===== src/hdl/cthl_pkg.sv =====
/*
 * Constants for the cyclic timer and hardware lock configuration bank.
 * Assumes a 25 MHz core clock and 7-bit register addresses from the
 * serial frame decoder.
 */
`default_nettype none
package cthl_pkg;
	// ------------------------------------------------------------------
	// Register addresses
	// ------------------------------------------------------------------
	localparam logic [6:0] CTHL_TIMER_CTRL_ADDR = 7'h0c;
	localparam logic [6:0] CTHL_HW_CTRL_ONE_ADDR = 7'h0e;
	localparam logic [6:0] CTHL_CP_CTRL_ADDR = 7'h15;
	localparam logic [6:0] CTHL_GPIO_CTRL_ADDR = 7'h17;

	// ------------------------------------------------------------------
	// Field positions and masks
	// ------------------------------------------------------------------
	localparam int CTHL_HYS_BIT = 7;
	localparam int CTHL_TSD_BIT = 5;
	localparam int CTHL_RDEL_BIT = 4;
	localparam int CTHL_LOCK0_BIT = 3;
	localparam int CTHL_CP_BIT = 0;
	localparam logic [7:0] CTHL_HW_WR_MASK = 8'hb8;
	localparam logic [7:0] CTHL_HW_L1_MASK = 8'hb0;
	localparam logic [7:0] CTHL_HW_L0_MASK = 8'h08;
	localparam logic [7:0] CTHL_TIMER_MASK = 8'h7f;
	localparam logic [7:0] CTHL_GPIO_MASK = 8'h07;
	localparam logic [7:0] CTHL_CP_MASK = 8'h01;
	localparam logic [7:0] CTHL_ZERO8 = 8'h00;

	// ------------------------------------------------------------------
	// Encodings
	// ------------------------------------------------------------------
	localparam logic [2:0] CTHL_GPIO_CYC_SENSE = 3'h3;
	localparam logic [2:0] CTHL_GPIO_RESET_VAL = 3'h0;
	localparam logic [2:0] CTHL_ON_OFF_LOW = 3'h0;
	localparam logic [2:0] CTHL_ON_OFF_HIGH = 3'h6;
	localparam logic [2:0] CTHL_ON_RSVD = 3'h7;
	localparam logic [4:0] CTHL_TSD_STREAK_LIMIT = 5'h10;

	// ------------------------------------------------------------------
	// Timing: all intervals are counted in 0.1 ms ticks
	// ------------------------------------------------------------------
	localparam int CTHL_CLK_PERIOD_NS = 40;
	localparam int CTHL_TICK_TIME_NS = 100000;
	localparam int CTHL_TICK_CYCLES =
		(CTHL_TICK_TIME_NS + CTHL_CLK_PERIOD_NS - 1) / CTHL_CLK_PERIOD_NS;
	localparam int CTHL_CNT_W = 24;

	typedef logic [CTHL_CNT_W-1:0] cthl_cnt_t;

	// Period in ticks: 10 ms to 1000 s in a 1-2-5 progression.
	function automatic cthl_cnt_t cthl_period_ticks(input logic [3:0] sel);
		unique case (sel)
			4'h0: cthl_period_ticks = 24'h00_0064;
			4'h1: cthl_period_ticks = 24'h00_00c8;
			4'h2: cthl_period_ticks = 24'h00_01f4;
			4'h3: cthl_period_ticks = 24'h00_03e8;
			4'h4: cthl_period_ticks = 24'h00_07d0;
			4'h5: cthl_period_ticks = 24'h00_1388;
			4'h6: cthl_period_ticks = 24'h00_2710;
			4'h7: cthl_period_ticks = 24'h00_4e20;
			4'h8: cthl_period_ticks = 24'h00_c350;
			4'h9: cthl_period_ticks = 24'h01_86a0;
			4'ha: cthl_period_ticks = 24'h03_0d40;
			4'hb: cthl_period_ticks = 24'h07_a120;
			4'hc: cthl_period_ticks = 24'h0f_4240;
			4'hd: cthl_period_ticks = 24'h1e_8480;
			4'he: cthl_period_ticks = 24'h4c_4b40;
			4'hf: cthl_period_ticks = 24'h98_9680;
		endcase
	endfunction : cthl_period_ticks

	// On-time in ticks: 0.1, 0.3, 1, 10, 20 ms; off codes give zero.
	function automatic cthl_cnt_t cthl_on_ticks(input logic [2:0] sel);
		unique case (sel)
			3'h1: cthl_on_ticks = 24'h00_0001;
			3'h2: cthl_on_ticks = 24'h00_0003;
			3'h3: cthl_on_ticks = 24'h00_000a;
			3'h4: cthl_on_ticks = 24'h00_0064;
			3'h5: cthl_on_ticks = 24'h00_00c8;
			default: cthl_on_ticks = 24'h00_0000;
		endcase
	endfunction : cthl_on_ticks
endpackage : cthl_pkg
`default_nettype wire


===== src/hdl/cthl_timer.sv =====
/*
 * Cyclic timer: runs period and on-time phases from 0.1 ms ticks.
 * Assumes settings are stable between reload pulses from the bank.
 */
`timescale 1ns/1ps
`default_nettype none
module cthl_timer #(
	parameter int TICK_CYCLES = cthl_pkg::CTHL_TICK_CYCLES
) (
	// Clock and reset
	input wire logic core_clk,
	input wire logic rst_n,
	// Settings
	input wire logic [3:0] period_sel,
	input wire logic [2:0] on_sel,
	input wire logic reload,
	// Outputs
	output logic timer_level,
	output logic cycle_start
);
	import cthl_pkg::*;

	logic [15:0] pre_q;
	cthl_cnt_t per_q;
	logic tick;
	logic running;

	assign tick = (pre_q == 16'(TICK_CYCLES - 1));
	assign running = (on_sel != CTHL_ON_OFF_LOW) &&
		(on_sel != CTHL_ON_OFF_HIGH) && (on_sel != CTHL_ON_RSVD);

	// ------------------------------------------------------------------
	// Tick prescaler
	// ------------------------------------------------------------------
	// restart on reload
	always_ff @(posedge core_clk or negedge rst_n) begin
		if (!rst_n) begin
			pre_q <= 16'h0000;
		end else if (reload || tick) begin
			pre_q <= 16'h0000;
		end else begin
			pre_q <= pre_q + 16'h0001;
		end
	end

	// ------------------------------------------------------------------
	// Period counter and output phase
	// ------------------------------------------------------------------
	// period decode
	always_ff @(posedge core_clk or negedge rst_n) begin
		if (!rst_n) begin
			per_q <= '0;
		end else if (reload || !running) begin
			per_q <= '0;
		end else if (tick) begin
			if (per_q == cthl_period_ticks(period_sel) - 24'h00_0001) begin
				per_q <= '0;
			end else begin
				per_q <= per_q + 24'h00_0001;
			end
		end
	end

	always_ff @(posedge core_clk or negedge rst_n) begin
		if (!rst_n) begin
			timer_level <= 1'b0;
			cycle_start <= 1'b0;
		end else begin
			if (running) begin
				timer_level <= (per_q < cthl_on_ticks(on_sel));
			end else begin
				timer_level <= (on_sel == CTHL_ON_OFF_HIGH);
			end
			cycle_start <= running && !reload && tick &&
				(per_q == cthl_period_ticks(period_sel) - 24'h00_0001);
		end
	end

	// ------------------------------------------------------------------
	// Checks
	// ------------------------------------------------------------------
	property p_off_high_level;
		@(posedge core_clk) disable iff (!rst_n)
		(on_sel == CTHL_ON_OFF_HIGH) [*2] |-> timer_level;
	endproperty
	a_off_high_level: assert property (p_off_high_level)
		else $error("off-high code did not hold the output high");

	property p_no_cycle_when_off;
		@(posedge core_clk) disable iff (!rst_n)
		!running |-> ##1 (per_q == '0) && !cycle_start;
	endproperty
	a_no_cycle_when_off: assert property (p_no_cycle_when_off)
		else $error("timer counted while its on-time was off");
endmodule : cthl_timer
`default_nettype wire


===== src/hdl/cthl_top.sv =====
/*
 * Cyclic timer and hardware lock configuration bank. Assumes a frame
 * decoder on core_clk giving one-cycle write strobes, read data taken a
 * cycle after its address, and an asynchronous select pin synced here.
 */
`timescale 1ns/1ps
`default_nettype none
module cthl_top #(
	parameter int TICK_CYCLES = cthl_pkg::CTHL_TICK_CYCLES
) (
	// Clock and reset
	input wire logic core_clk,
	input wire logic rst_n,
	// Serial frame side
	input wire logic serial_select_n,
	input wire logic wr_strobe,
	input wire logic [6:0] wr_addr,
	input wire logic [7:0] wr_data,
	input wire logic [6:0] rd_addr,
	output logic [7:0] rd_data,
	// Mode events and status from the rest of the chip
	input wire logic soft_reset,
	input wire logic restart_entry,
	input wire logic hs_switch_cleared,
	input wire logic cfg_lock_level1,
	input wire logic timer_wake_en,
	input wire logic thermal_shutdown_level2,
	input wire logic thermal_streak_break,
	// Configuration outputs
	output logic uv_reset_hysteresis_sel,
	output logic thermal_release_wait_sel,
	output logic thermal_wait_x64,
	output logic reset_delay_sel,
	output logic charge_pump_enable,
	output logic [2:0] gpio_cfg,
	// Timer outputs
	output logic cyclic_sense_hs,
	output logic cyclic_wake_pulse
);
	import cthl_pkg::*;

	// ------------------------------------------------------------------
	// Select pin synchroniser and frame end
	// ------------------------------------------------------------------
	logic [2:0] sel_sync_q;
	logic sel_state_q;
	logic frame_end;

	always_ff @(posedge core_clk or negedge rst_n) begin
		if (!rst_n) begin
			sel_sync_q <= 3'h7;
			sel_state_q <= 1'b1;
		end else begin
			sel_sync_q <= {sel_sync_q[1:0], serial_select_n};
			if (sel_sync_q[1] == sel_sync_q[2]) begin
				sel_state_q <= sel_sync_q[2];
			end
		end
	end

	assign frame_end = !sel_state_q && (sel_sync_q[1] == sel_sync_q[2]) &&
		sel_sync_q[2];

	// ------------------------------------------------------------------
	// Pending writes held until the frame ends
	// ------------------------------------------------------------------
	logic pend_q;
	logic [6:0] pend_addr_q;
	logic [7:0] pend_data_q;
	logic commit;

	always_ff @(posedge core_clk or negedge rst_n) begin
		if (!rst_n) begin
			pend_q <= 1'b0;
			pend_addr_q <= 7'h00;
			pend_data_q <= CTHL_ZERO8;
		end else if (wr_strobe) begin
			pend_q <= 1'b1;
			pend_addr_q <= wr_addr;
			pend_data_q <= wr_data;
		end else if (frame_end) begin
			pend_q <= 1'b0;
		end
	end

	assign commit = frame_end && pend_q;

	function automatic logic hit(input logic [6:0] a);
		hit = commit && (pend_addr_q == a);
	endfunction : hit

	// ------------------------------------------------------------------
	// Hardware control one
	// ------------------------------------------------------------------
	logic [7:0] hw_q;
	logic [7:0] hw_keep;
	logic lock0;

	assign lock0 = hw_q[CTHL_LOCK0_BIT];
	assign hw_keep = (cfg_lock_level1 ? CTHL_HW_L1_MASK : CTHL_ZERO8) |
		(lock0 ? CTHL_HW_L0_MASK : CTHL_ZERO8);

	always_ff @(posedge core_clk or negedge rst_n) begin
		if (!rst_n) begin
			hw_q <= CTHL_ZERO8;
		end else if (restart_entry) begin
			hw_q <= hw_q & CTHL_HW_WR_MASK;
		end else if (soft_reset) begin
			hw_q <= hw_q & hw_keep;
		end else if (hit(CTHL_HW_CTRL_ONE_ADDR)) begin
			hw_q <= ((hw_q & CTHL_HW_L1_MASK & {8{cfg_lock_level1}}) |
				(pend_data_q & CTHL_HW_WR_MASK &
				~(CTHL_HW_L1_MASK & {8{cfg_lock_level1}})));
		end
	end

	// ------------------------------------------------------------------
	// Charge pump enable and pin configuration, level-0 lockable
	// ------------------------------------------------------------------
	logic cp_q;
	logic [2:0] gpio_q;

	always_ff @(posedge core_clk or negedge rst_n) begin
		if (!rst_n) begin
			cp_q <= 1'b0;
			gpio_q <= CTHL_GPIO_RESET_VAL;
		end else if (soft_reset && !restart_entry) begin
			if (!lock0) begin
				cp_q <= 1'b0;
				gpio_q <= CTHL_GPIO_RESET_VAL;
			end
		end else if (!lock0) begin
			if (hit(CTHL_CP_CTRL_ADDR)) begin
				cp_q <= pend_data_q[CTHL_CP_BIT];
			end
			if (hit(CTHL_GPIO_CTRL_ADDR)) begin
				gpio_q <= pend_data_q[2:0];
			end
		end
	end

	// ------------------------------------------------------------------
	// Timer control
	// ------------------------------------------------------------------
	logic [6:0] tmr_q;
	logic tmr_reload_q;
	logic sense_sel;

	assign sense_sel = (gpio_q == CTHL_GPIO_CYC_SENSE);

	always_ff @(posedge core_clk or negedge rst_n) begin
		if (!rst_n) begin
			tmr_q <= 7'h00;
		end else if (restart_entry && sense_sel && hs_switch_cleared) begin
			tmr_q <= 7'h00;
		end else if (soft_reset) begin
			tmr_q <= 7'h00;
		end else if (hit(CTHL_TIMER_CTRL_ADDR)) begin
			tmr_q <= pend_data_q[6:0];
		end
	end

	always_ff @(posedge core_clk or negedge rst_n) begin
		if (!rst_n) begin
			tmr_reload_q <= 1'b0;
		end else begin
			tmr_reload_q <= hit(CTHL_TIMER_CTRL_ADDR) || soft_reset ||
				restart_entry;
		end
	end

	logic timer_level;
	logic cycle_start;

	cthl_timer #(
		.TICK_CYCLES(TICK_CYCLES)
	) u_timer (
		.core_clk(core_clk),
		.rst_n(rst_n),
		.period_sel(tmr_q[3:0]),
		.on_sel(tmr_q[6:4]),
		.reload(tmr_reload_q),
		.timer_level(timer_level),
		.cycle_start(cycle_start)
	);

	always_ff @(posedge core_clk or negedge rst_n) begin
		if (!rst_n) begin
			cyclic_sense_hs <= 1'b0;
			cyclic_wake_pulse <= 1'b0;
		end else begin
			cyclic_sense_hs <= sense_sel && timer_level;
			cyclic_wake_pulse <= timer_wake_en && cycle_start;
		end
	end

	// ------------------------------------------------------------------
	// Thermal shutdown streak
	// ------------------------------------------------------------------
	logic [4:0] tsd_cnt_q;

	always_ff @(posedge core_clk or negedge rst_n) begin
		if (!rst_n) begin
			tsd_cnt_q <= 5'h00;
		end else if (thermal_streak_break) begin
			tsd_cnt_q <= 5'h00;
		end else if (thermal_shutdown_level2 &&
			tsd_cnt_q <= CTHL_TSD_STREAK_LIMIT) begin
			tsd_cnt_q <= tsd_cnt_q + 5'h01;
		end
	end

	// ------------------------------------------------------------------
	// Outputs and read data
	// ------------------------------------------------------------------
	always_ff @(posedge core_clk or negedge rst_n) begin
		if (!rst_n) begin
			uv_reset_hysteresis_sel <= 1'b0;
			thermal_release_wait_sel <= 1'b0;
			thermal_wait_x64 <= 1'b0;
			reset_delay_sel <= 1'b0;
			charge_pump_enable <= 1'b0;
			gpio_cfg <= CTHL_GPIO_RESET_VAL;
		end else begin
			uv_reset_hysteresis_sel <= hw_q[CTHL_HYS_BIT];
			thermal_release_wait_sel <= hw_q[CTHL_TSD_BIT];
			thermal_wait_x64 <= hw_q[CTHL_TSD_BIT] &&
				(tsd_cnt_q > CTHL_TSD_STREAK_LIMIT);
			reset_delay_sel <= hw_q[CTHL_RDEL_BIT];
			charge_pump_enable <= cp_q;
			gpio_cfg <= gpio_q;
		end
	end

	always_ff @(posedge core_clk or negedge rst_n) begin
		if (!rst_n) begin
			rd_data <= CTHL_ZERO8;
		end else begin
			unique case (rd_addr)
				CTHL_HW_CTRL_ONE_ADDR: rd_data <= hw_q & CTHL_HW_WR_MASK;
				CTHL_TIMER_CTRL_ADDR: rd_data <= {1'b0, tmr_q};
				CTHL_CP_CTRL_ADDR: rd_data <= {7'h00, cp_q};
				CTHL_GPIO_CTRL_ADDR: rd_data <= {5'h00, gpio_q};
				default: rd_data <= CTHL_ZERO8;
			endcase
		end
	end

	// ------------------------------------------------------------------
	// Checks
	// ------------------------------------------------------------------
	property p_timer_only_at_frame_end;
		@(posedge core_clk) disable iff (!rst_n)
		!frame_end && !soft_reset && !restart_entry |=> $stable(tmr_q);
	endproperty
	a_timer_only_at_frame_end: assert property (p_timer_only_at_frame_end)
		else $error("timer setting changed outside a frame end");
	property p_reserved_zero;
		@(posedge core_clk) disable iff (!rst_n)
		rd_addr == CTHL_HW_CTRL_ONE_ADDR |=> (rd_data & ~CTHL_HW_WR_MASK) == 0;
	endproperty
	a_reserved_zero: assert property (p_reserved_zero)
		else $error("reserved bits of hardware control one read nonzero");
	property p_lock0_blocks;
		@(posedge core_clk) disable iff (!rst_n)
		lock0 && !soft_reset |=> $stable(gpio_q) && $stable(cp_q);
	endproperty
	a_lock0_blocks: assert property (p_lock0_blocks)
		else $error("locked pin configuration or charge pump changed");
	property p_lock1_keeps;
		@(posedge core_clk) disable iff (!rst_n)
		cfg_lock_level1 && !restart_entry |=>
			($past(hw_q) & CTHL_HW_L1_MASK) == (hw_q & CTHL_HW_L1_MASK);
	endproperty
	a_lock1_keeps: assert property (p_lock1_keeps)
		else $error("level-1 locked bit changed");
	property p_soft_clears_unlocked;
		@(posedge core_clk) disable iff (!rst_n)
		soft_reset && !restart_entry && !cfg_lock_level1 |=>
			(hw_q & CTHL_HW_L1_MASK) == 0;
	endproperty
	a_soft_clears_unlocked: assert property (p_soft_clears_unlocked)
		else $error("soft reset left unlocked bits set");
	property p_restart_clears_timer;
		@(posedge core_clk) disable iff (!rst_n)
		restart_entry && sense_sel && hs_switch_cleared |=> tmr_q == 0;
	endproperty
	a_restart_clears_timer: assert property (p_restart_clears_timer)
		else $error("timer not cleared on restart with cyclic sense");
	property p_x64_needs_sel;
		@(posedge core_clk) disable iff (!rst_n)
		thermal_wait_x64 |-> $past(hw_q[CTHL_TSD_BIT]) &&
			$past(tsd_cnt_q) > CTHL_TSD_STREAK_LIMIT;
	endproperty
	a_x64_needs_sel: assert property (p_x64_needs_sel)
		else $error("thermal wait stretched without cause");
	property p_hys_follows;
		@(posedge core_clk) disable iff (!rst_n)
		hw_q[CTHL_HYS_BIT] [*2] |-> uv_reset_hysteresis_sel;
	endproperty
	a_hys_follows: assert property (p_hys_follows)
		else $error("hysteresis select output does not follow bit 7");
endmodule : cthl_top
`default_nettype wire


===== config.mk =====
export PLATFORM = sky130hd
export DESIGN_NAME = cthl_top
export DESIGN_NICKNAME = d
export VERILOG_FILES = /design/src/hdl/cthl_pkg.sv /design/src/hdl/cthl_timer.sv /design/src/hdl/cthl_top.sv
export SDC_FILE = /design/constraint.sdc
export NUM_CORES = 1
export LEC_CHECK = 0
export BUFFER_PORTS_ARGS = -buffer_cell sky130_fd_sc_hd__buf_4
export CAP_MARGIN = 20
export CORE_ASPECT_RATIO = 1.25
export CORE_UTILIZATION = 30
export DETAILED_ROUTE_END_ITERATION = 8
export HOLD_SLACK_MARGIN = 0.08
export PLACE_DENSITY = 0.48
export SLEW_MARGIN = 20
export SYNTH_ARGS = -nofsm -noshare
export SYNTH_HDL_FRONTEND = slang
export SYNTH_SLANG_ARGS = --single-unit

===== constraint.sdc =====
create_clock -name core_clk -period 4.3 [get_ports core_clk]
set_input_delay 1.075 -clock core_clk [delete_from_list [all_inputs] [get_ports core_clk]]
set_output_delay 1.075 -clock core_clk [all_outputs]
set_load 0.01 [all_outputs]

======== Word level (Yosys, flattened, before mapping) ========
Memories as Yosys holds them, arrays and structs flattened.
Cells that the tools add are included.
storage, ports and cells
  memories ................................ 2
  output and inout port bits .............. 18
  bits in read-only memories .............. 672
  latch bits .............................. 0
  bits of input ports ..................... 33
  register bits after elaboration ......... 105
  logic and storage cells ................. 133
  RAM bits ................................ 0
memories
  name             depth  bits a word  read ports  clocked after Yosys merged registers in  write ports  RTL line        RTL
  (no name shown)  16     21           1           0                                        0            cthl_pkg.sv:55  unique case (sel)
  (no name shown)  16     21           1           0                                        0            cthl_pkg.sv:55
operators by class
  divide/modulo/power cells ............... 0
  $lt $le $gt $ge ......................... 3
  reductions and logical operators ........ 39
  multipliers ............................. 0
  bitwise logic cells ..................... 8
  mux-type cells .......................... 30
  add/subtract/negate cells ............... 5
  equality and inequality tests ........... 21
  shifts and indexed selects .............. 0
operators with widths
  kind                   number
  $mux 24                6
  $eq 24x24->1           2
  $sub 24x1->24 const B  2
  $pmux 8 s5             1
  $pmux 8 s4             1
  $eq 7x4->1 const B     4
  $eq 7x5->1 const B     4
  $mux 7                 4
  $add 24x1->24 const B  1
  $and 8x8->8            3
  $lt 24x24->1           1
  $mux 8                 3
  $logic_and 1x1->1      19
  $add 16x1->16 const B  1
  $eq 16x12->1 const B   1
  $mux 16                1
  $mux 3                 4
  $reduce_bool 2->1      6
  $mux 5                 2
  $eq 3x2->1 const B     3
  $eq 3x3->1 const B     3
  $reduce_bool 3->1      3
  $not 8->8              1
  $or 8x4->8             1
  13 further kinds       29

======== Logic depth before layout (Yosys ltp) ========
Gate-level depths: netlist of run 1.
  word-level depth ........................ 11
  gate-level depth with buffers ........... 14
  mapped depth without buffers ............ 13

======== By module ========
Synthesis of run 1 repeated with hierarchy kept, for this count alone.
second synthesis, totals
  cell total of the unflattened synthesis .. 610
  area, all modules ....................... 5871.9 sq um
modules (own cells, without submodules)
  module      sequential area each (sq um)  area an instance (sq um)  times used  cells an instance
  cthl_timer  1051.0                        3489.6                    1           416
  cthl_top    1481.4                        2382.3                    1           194

======== Worst setup path before layout of run 1 ========
OpenSTA, ideal clock, no wires.
  kind .................................... flip-flop to flip-flop
  from .................................... reg tmr_q[1]
  to ...................................... reg u_timer.per_q[1]
  arrival ................................. 2902 ps
  path buffers ............................ 1
  clock period less this slack ............ 3023 ps
  library setup time ...................... 122 ps
  cell stages (with the launch flop) ...... 15
  slack ................................... 1277 ps
  cell sequence ........................... dfrtp_1 inv_1 ha_1 nand2_1 o21ai_0 nand2_1 ha_1 xnor2_1 a2111o_1 nand2b_1 a2111oi_2 nand4b_1 or2_1 buf_2 a32o_1
between the ends
  cells in the longest elaborated chain, start to end .. 8
RTL lines
  element                   RTL line          RTL
  start: declaration        cthl_top.sv:145   logic [6:0] tmr_q;
  start signal: assignment  cthl_top.sv:159   tmr_q <= pend_data_q[6:0];
  $mem_v2 16x21             --
  $mux 24                   cthl_timer.sv:55  end else if (tick) begin
  $mux 24                   cthl_timer.sv:53  end else if (reload || !running) begin
  $sub 24x1->24             cthl_timer.sv:56  if (per_q == cthl_period_ticks(period_sel) - 24'h00_0001) begin
  $eq 24x24->1              cthl_timer.sv:56
  $mux 24                   cthl_timer.sv:56
  $mux 24                   cthl_timer.sv:55
  $mux 24                   cthl_timer.sv:53
  end signal: assignment    cthl_timer.sv:59  per_q <= per_q + 24'h00_0001;
  end: declaration          cthl_timer.sv:24  cthl_cnt_t per_q;
No other way between the ends. The select of a mux whose other input is x is not followed.
A chain may end at the register's enable or synchronous reset.

======== Worst setup path in the final report of run 1 ========
Ends and elaborated chain as after synthesis.

==> metrics.md, run 1 <==
| Metric | Value |
|---|---|
| H-tree depth | `3` |
| CTS resizes | `0` |
| CP arrival | `3.68 ns` |
| Crit path launch type | `register` |
| Switch Pwr | `514 µW` |
| Vias per Instance | `5.43` |
| Avg Inst Size Synth | `9.58 µm²` |
| Die extent in x | `126 µm` |
| Io pins | `51` |
| Row count | `56` |
| Initial antenna violation count | `0` |
| Setup TNS | `0 ns` |
| Slew Limit Fails | `0` |
| Vias in the first global route | `4673` |
| DRC | `0` |
| GRT Resource Usage Total | `0.156` |
| Filler instances | `1900` |
| Max rail drop VDD | `0.250 mV` |
| Routability Congestion | `0.909` |
| Diodes inserted | `0` |
| Post-CTS Setup Bufs | `0` |
| Area delta synth->final | `15.0%` |
| Largest net degree at the start of global routing | `45` |
| Comb pwr share | `0.070` |
| Skew-Pair Late Insertion Delay | `0.36 ns` |
| Syn Inst Count | `605` |
| Max_cap viols | `0` |
| # port buffers | `50` |
| Root Buffer | `clkbuf_16` |
| Core ar. | `0.0188 mm²` |
| Reg clk slew, reported paths | `0.08 ns` |
| Fin nets | `685` |
| Via Count | `4724` |
| Sequential area share after synthesis | `0.437` |
| Starting Density | `0.307` |
| Dpl hpwl | `10.7 mm` |
| Hold Crit Class | `register to register` |
| Clock Power Share | `0.426` |
| CTS max path bufs | `2` |
| Drt total wl | `14.7 mm` |
| Worst Path Required | `4.54 ns` |
| Relative slew slack | `0.463` |
| Antenna Nets Post-Route | `0` |
| DIE HEIGHT | `157 µm` |
| Total CTS buffers | `9` |
| Final Power | `2.05 mW` |
| Final Skew | `0.0132 ns` |
| Max FO, Critical Path | `10` |
| Clock Sink Count | `101` |
| Layout cells sized above 1 | `0.165` |
| Status | `finished, final reports clean` |
| Transition time of the tightest slew-check pin | `0.806 ns` |
| Switching Share | `0.250` |
| Internal | `1.54 mW` |
| Pwr/cell area | `308 mW/mm²` |
| Unique cell type count in the Yosys netlist | `73` |
| Top_reg_cell synth | `dfrtp_1` |
| CTS tree | `built` |
| Cell count after placement | `854` |
| First-pass GRT wire length | `24.2 mm` |
| Unrepaired setup endpoints after global routing | `false` |
| Part of the cycle the worst path needs | `0.800` |
| CTS Hold Bufs | `0` |
| Synthesized flop and latch total | `101` |
| Multi-input gate area | `0.00301 mm²` |
| Mapped Nets | `657` |
| Final Setup Violations | `0` |
| Endpoints failing hold | `0` |
| Leakage power | `2.92 nW` |
| Mapped Area | `0.00580 mm²` |
| Sequential share of power | `0.503` |
| Final hold slack | `0.360 ns` |
| Die area | `0.0199 mm²` |
| EDFF count, synth | `0` |
| First-pass detailed-route iteration total | `4` |
| Tmin final | `3.44 ns` |
| FF/Latch Area | `0.00253 mm²` |
| Asr flop ratio synth | `1.00` |
| Total gr overflow | `0` |
| Warnings, synthesis | `0` |
| Critical Setup Path Class | `register to register` |
| Avg WL per Cell | `16.9 µm` |
| Finished Layout Cells | `870` |
| Critical path endpoint category | `register` |
| FMAX | `291 MHz` |
| Initial DRC Count | `234` |
## worst max-delay path: stages (launching register included)
cell       delay (ns)
dfrtp_1          0.50
inv_1            0.24
ha_1             0.31
nand2_1          0.09
o21ai_0          0.11
nand2_1          0.10
ha_1             0.29
xnor2_1          0.12
a2111o_1         0.37
nand2b_1         0.16
a2111oi_2        0.20
nand4b_1         0.18
or2_1            0.34
a32o_1           0.28
## area by class of cell
class | count | share of cell area
repair buffers | 57 | 0.0642
clock buffers | 9 | 0.0338
well taps | 232 | 0.0435
multi-input cells | 441 | 0.451
flip-flops and latches | 101 | 0.380
clock inverters | 7 | 0.0146
inverters | 23 | 0.0130
## power by group through the flow
| stage | clock network (mW) | registers (mW) | logic, mW |
|---|---|---|---|
| floorplan | 0 | 1.05 | 0.0594 |
| global placement | 0 | 1.05 | 0.144 |
| detailed placement | 0 | 1.05 | 0.148 |
| CTS | 0.913 | 1.03 | 0.148 |
| global route | 0.953 | 1.04 | 0.162 |
| finish | 0.876 | 1.03 | 0.144 |
## stage by stage
step,utilization,area [µm²],setup slack [ns]
finish,0.354,6670,0.862
detailed placement,0.336,6330,0.898
floorplan,-,5800,1.28
global route,0.354,6670,0.530
CTS,0.353,6660,0.855
global placement,0.336,6330,0.998
## synthesized netlist by cell type, types with 4 or more instances
cell type,n,area (µm²)
inv_1,23,86.3
nor2b_1,6,37.5
a31oi_1,5,31.3
nand3_1,26,130
xor2_1,18,158
or3_1,9,56.3
ha_1,19,238
nand2_1,37,139
o31ai_1,5,37.5
a22oi_1,5,37.5
nand3b_1,4,30.0
a21o_1,6,45.0
nor3_1,16,80.1
a21oi_1,19,95.1
dfstp_2,4,105
a211oi_1,7,52.6
buf_2,7,35.0
xnor2_1,8,70.1
clkbuf_1,27,101
and2_1,4,25.0
nand4_1,13,81.3
dfrtp_1,97,2430
mux2i_1,14,140
nand2b_1,13,81.3
o21ai_0,29,145
nor4_1,15,93.8
and3_1,22,138
a41o_1,5,50.1
mux2_2,19,214
nor2_1,53,199
and4_1,6,52.6
## kinds of logic (layout without fill, tap and decap cells)
group	count (synthesis)	count (layout)	share of synthesized area
fa+ha+maj	20	20	0.0427
buf+inv	63	96	0.0458
mux	35	35	0.0669
xor+xnor	27	27	0.0432
simple gates	242	242	0.227
flops	101	101	0.437
compound gates	117	117	0.138
## worst paths after layout
check | depth (start not counted) | slack (ns) | start | endpoint
worst max-delay path | 13 | 0.86 | tmr_q[1]$_DFFE_PN0P_ | u_timer.per_q[1]$_DFFE_PN0P_
worst min-delay path | 0 | 0.36 | sel_sync_q[0]$_DFF_PN1_ | sel_sync_q[1]$_DFF_PN1_
worst max register to register | 13 | 0.86 | tmr_q[1]$_DFFE_PN0P_ | u_timer.per_q[1]$_DFFE_PN0P_
worst min register to register | 0 | 0.36 | sel_sync_q[0]$_DFF_PN1_ | sel_sync_q[1]$_DFF_PN1_
max in group asynchronous | 2 | 2.77 | rst_n | u_timer.per_q[19]$_DFFE_PN0P_
min in group asynchronous | 1 | 0.71 | rst_n | u_timer.pre_q[7]$_DFF_PN0_
## layout by cell type, fill, tap and decap left out, types with 4 or more instances in the layout
cell / instances
a211oi_1: 7
a21o_1: 6
a21oi_1: 19
a22oi_1: 5
a31oi_1: 5
a41o_1: 5
and2_1: 4
and3_1: 22
and4_1: 6
buf_4: 57
clkbuf_16: 9
dfrtp_1: 97
dfstp_2: 4
ha_1: 19
inv_1: 23
mux2_2: 19
mux2i_1: 14
nand2_1: 37
nand2b_1: 13
nand3_1: 26
nand3b_1: 4
nand4_1: 13
nor2_1: 53
nor2b_1: 6
nor3_1: 16
nor4_1: 15
o21ai_0: 29
o31ai_1: 5
or3_1: 9
xnor2_1: 8
xor2_1: 18
## sequential cells by signal (all words and copies together) (netlist names), 3 cells and up, named ones only
register and cells:
pend_data_q 8, tsd_cnt_q 5, tmr_q 7, u_timer.per_q 24, gpio_cfg 3, sel_sync_q 3
rd_data 8, u_timer.pre_q 16, pend_addr_q 7, gpio_q 3
## per-layer routing
| layer | GRT usage | routed length (µm) |
|---|---|---|
| met5 | 0 | 0 |
| met4 | 0.0505 | 238 |
| met3 | 0.0309 | 340 |
| met2 | 0.275 | 7730 |
| met1 | 0.190 | 6410 |
No activity file was read; power rests on OpenSTA's default activity.
==> run 2, diff against run 1 <==
--- a/config.mk
+++ b/config.mk
@@ -11,7 +11,7 @@
 export CORE_UTILIZATION = 30
 export DETAILED_ROUTE_END_ITERATION = 8
 export HOLD_SLACK_MARGIN = 0.08
-export PLACE_DENSITY = 0.48
+export PLACE_DENSITY = 0.49
 export SLEW_MARGIN = 20
 export SYNTH_ARGS = -nofsm -noshare
 export SYNTH_HDL_FRONTEND = slang
==> constraint.sdc (replaced) <==
create_clock -name core_clk -period 2.8 [get_ports core_clk]
set_input_delay 0.7 -clock core_clk [delete_from_list [all_inputs] [get_ports core_clk]]
set_output_delay 0.7 -clock core_clk [all_outputs]
set_load 0.01 [all_outputs]
==> run 2 against run 1 <==
  * Final cell count rose by 3.1%
  * Die area is the same
  * Sequential power is 53% higher
  * Core utilization is 1.6 points higher
  * Combinational power grew 56%
  * Clock skew fell by 0.0010 ns
  * Critical path depth decreased by 1
  * Critical path type unchanged
  * Critical endpoint is now u_timer.per_q[8]$_DFFE_PN0P_
==> metrics.md, run 2 (same netlist as run 1, synthesis figures left out) <==
| Metric | Value |
|---|---|
| Via Count | `4798 (+1.6%)` |
| R2r endpoint | `u_timer.per_q[8]$_DFFE_PN0P_` |
| Reg clk slew, reported paths | `0.08 ns (about the same)` |
| Dpl hpwl | `11.3 mm (+4.7%)` |
| Die extent in x | `126 µm (unchanged)` |
| Pwr/cell area | `437 mW/mm² (+42%)` |
| Part of the cycle the worst path needs | `0.978 (+0.178)` |
| Area delta synth->final | `20.3%` |
| FMAX | `365 MHz (+26%)` |
| Finished Layout Cells | `897 (+3.1%)` |
| Status | `finished, final reports clean` |
| Worst Path Required | `3.04 ns (-1.50 ns)` |
| Drt total wl | `15.2 mm (+3.0%)` |
| First-pass detailed-route iteration total | `4 (unchanged)` |
| Largest regs | `u_timer.per_q (24), u_timer.pre_q (16)` |
| Filler instances | `1894 (-0.32%)` |
| Skew-Pair Late Insertion Delay | `0.35 ns (about the same)` |
| Antenna Nets Post-Route | `0 (unchanged)` |
| Leakage power | `3.06 nW (+4.9%)` |
| Slew Limit Fails | `0 (unchanged)` |
| Placement Cell Area | `0.00657 mm² (+3.7%)` |
| Layout cells sized above 1 | `0.230 (+0.0655)` |
| Die area | `0.0199 mm² (unchanged)` |
| Critical path endpoint category | `register` |
| CTS tree | `built` |
| Most frequent cells in the layout | `dfrtp_1 (95), buf_4 (82), nor2_1 (53)` |
| First-pass GRT wire length | `24.7 mm (+2.0%)` |
| Max rail drop VDD | `0.283 mV (+13%)` |
| Initial DRC Count | `206 (-12%)` |
| Unrepaired setup endpoints after global routing | `true` |
| Vias in the first global route | `4851 (+3.8%)` |
| GRT Resource Usage Total | `0.159 (+0.00313)` |
| Tmin final | `2.74 ns (-0.700 ns)` |
| Buffers & Inverters on Critical Path | `1 (unchanged)` |
| CTS max path bufs | `2 (unchanged)` |
| # port buffers | `50 (unchanged)` |
| Critical Setup Path Class | `register to register` |
| Final Setup Violations | `0 (unchanged)` |
| Internal | `2.27 mW (+47%)` |
| R2R cell count | `12 (-1)` |
| Largest net degree at the start of global routing | `42 (-6.7%)` |
| Routability Congestion | `0.883 (-2.8%)` |
| Final Skew | `0.0122 ns (-0.00101 ns)` |
| Worst path top cell family by delay | `simple AND/OR/NAND/NOR gates` |
| Setup TNS | `0 ns (unchanged)` |
| Crit path launch type | `register` |
| H-tree depth | `3 (unchanged)` |
| Clock Power Share | `0.406 (-0.020)` |
| Initial antenna violation count | `0 (unchanged)` |
| DRC | `0 (unchanged)` |
| Most flops, register | `u_timer.per_q` |
| Avg WL per Cell | `16.9 µm (about the same)` |
| Most used cell, CP | `ha_4` |
| Switching Share | `0.255 (+0.00455)` |
| Root Buffer | `clkbuf_16` |
| Finished layout cell area | `0.00697 mm² (+4.6%)` |
| Vias per Instance | `5.35 (-1.5%)` |
| Max_cap viols | `0 (unchanged)` |
| Io pins | `51 (unchanged)` |
| Relative slew slack | `0.510 (+0.0477)` |
| Worst R2R Start | `tmr_q[1]$_DFFE_PN0P_` |
| Core ar. | `0.0188 mm² (unchanged)` |
| Comb pwr share | `0.074 (+0.004)` |
| Endpoints failing hold | `0 (unchanged)` |
| CP max stage cell | `dfrtp_2` |
| Internal reg-to-reg setup slack | `0.06 ns (-0.80 ns)` |
| Max FO, Critical Path | `6 (-4)` |
| Max FFs per register | `24 (unchanged)` |
| Final Power | `3.05 mW (+48%)` |
| Fin nets | `712 (+3.9%)` |
| DIE HEIGHT | `157 µm (unchanged)` |
| CP arrival | `2.98 ns (-0.70 ns)` |
| Hold Crit Class | `input port to async pin` |
| Cell Chain, Critical Path | `inv_4, ha_4, nand2_2, o21ai_1, nand2_1, ha_4, xor2_1, or3_4, a2111oi_4, nand4b_1, or2_4, a41o_1` |
| Total gr overflow | `0 (unchanged)` |
| Switch Pwr | `777 µW (+51%)` |
| Row count | `56 (unchanged)` |
| Cell count after placement | `880 (+3.0%)` |
| Total CTS buffers | `9 (unchanged)` |
| Starting Density | `0.307 (unchanged)` |
| Transition time of the tightest slew-check pin | `0.730 ns (-0.0759 ns)` |
| Critical path's largest stage delay | `0.42 ns (-0.08 ns)` |
| Clock Sink Count | `101 (unchanged)` |
| CP startpoint | `tmr_q[1]$_DFFE_PN0P_` |
| Commonest non-fill, non-tap cell in the layout | `dfrtp_1` |
| Diodes inserted | `0 (unchanged)` |
| Sequential share of power | `0.520 (+0.017)` |
## run 2: how the worst max path moves through the flow
stage                                    endpoint  slack (ns)  cells past startpoint
detailed placement   u_timer.per_q[8]$_DFFE_PN0P_       -0.05                     12
floorplan            u_timer.per_q[8]$_DFFE_PN0P_       -0.02                     13
global route        u_timer.per_q[17]$_DFFE_PN0P_       -0.05                     11
CTS                  u_timer.per_q[8]$_DFFE_PN0P_       0.008                     12
finish               u_timer.per_q[8]$_DFFE_PN0P_        0.06                     12
global placement    u_timer.cycle_start$_DFF_PN0_        0.02                     12
## run 2: per-stage QoR
stage	util	worst slack, ns	hold slack (ns)
2_1_floorplan	-	-0.0156	0.345
5_1_grt	0.370	-0.0526	0.358
4_1_cts	0.365	0.00758	0.348
6_report	0.370	0.0621	0.326
3_3_place_gp	0.349	0.0236	0.348
3_5_place_dp	0.349	-0.0523	0.347
## run 2: power by group through the flow
stage	clock network, mW	logic, mW	registers (mW)
floorplan	0	0.0912	1.61
global placement	0	0.225	1.61
finish	1.24	0.225	1.58
CTS	1.28	0.231	1.58
global route	1.34	0.253	1.59
detailed placement	0	0.230	1.61
## run 2: repair_timing
action,CTS,global route
gates resized for setup,2,19
setup buffers,0,1
endpoints found under the setup margin,7,20
pin swaps,2,3
hold endpoints to repair,0,0
hold buffers,0,0
## run 2: area by class of cell
| cell class | count | area (µm²) | area share |
|---|---|---|---|
| inverter | 23 | 88.8 | 0.0127 |
| tap | 232 | 290 | 0.0416 |
| sequential | 101 | 2530 | 0.364 |
| clock inverter | 7 | 67.6 | 0.00969 |
| multi-input combinational | 441 | 3120 | 0.447 |
| timing repair buffer | 84 | 647 | 0.0928 |
| clock buffer | 9 | 225 | 0.0323 |
## run 2: per-layer routing
| metal | routed length (µm) | global-route usage |
|---|---|---|
| met2 | 7920 | 0.283 |
| met4 | 463 | 0.0752 |
| met3 | 443 | 0.0289 |
| met5 | 0 | 0 |
| met1 | 6340 | 0.185 |
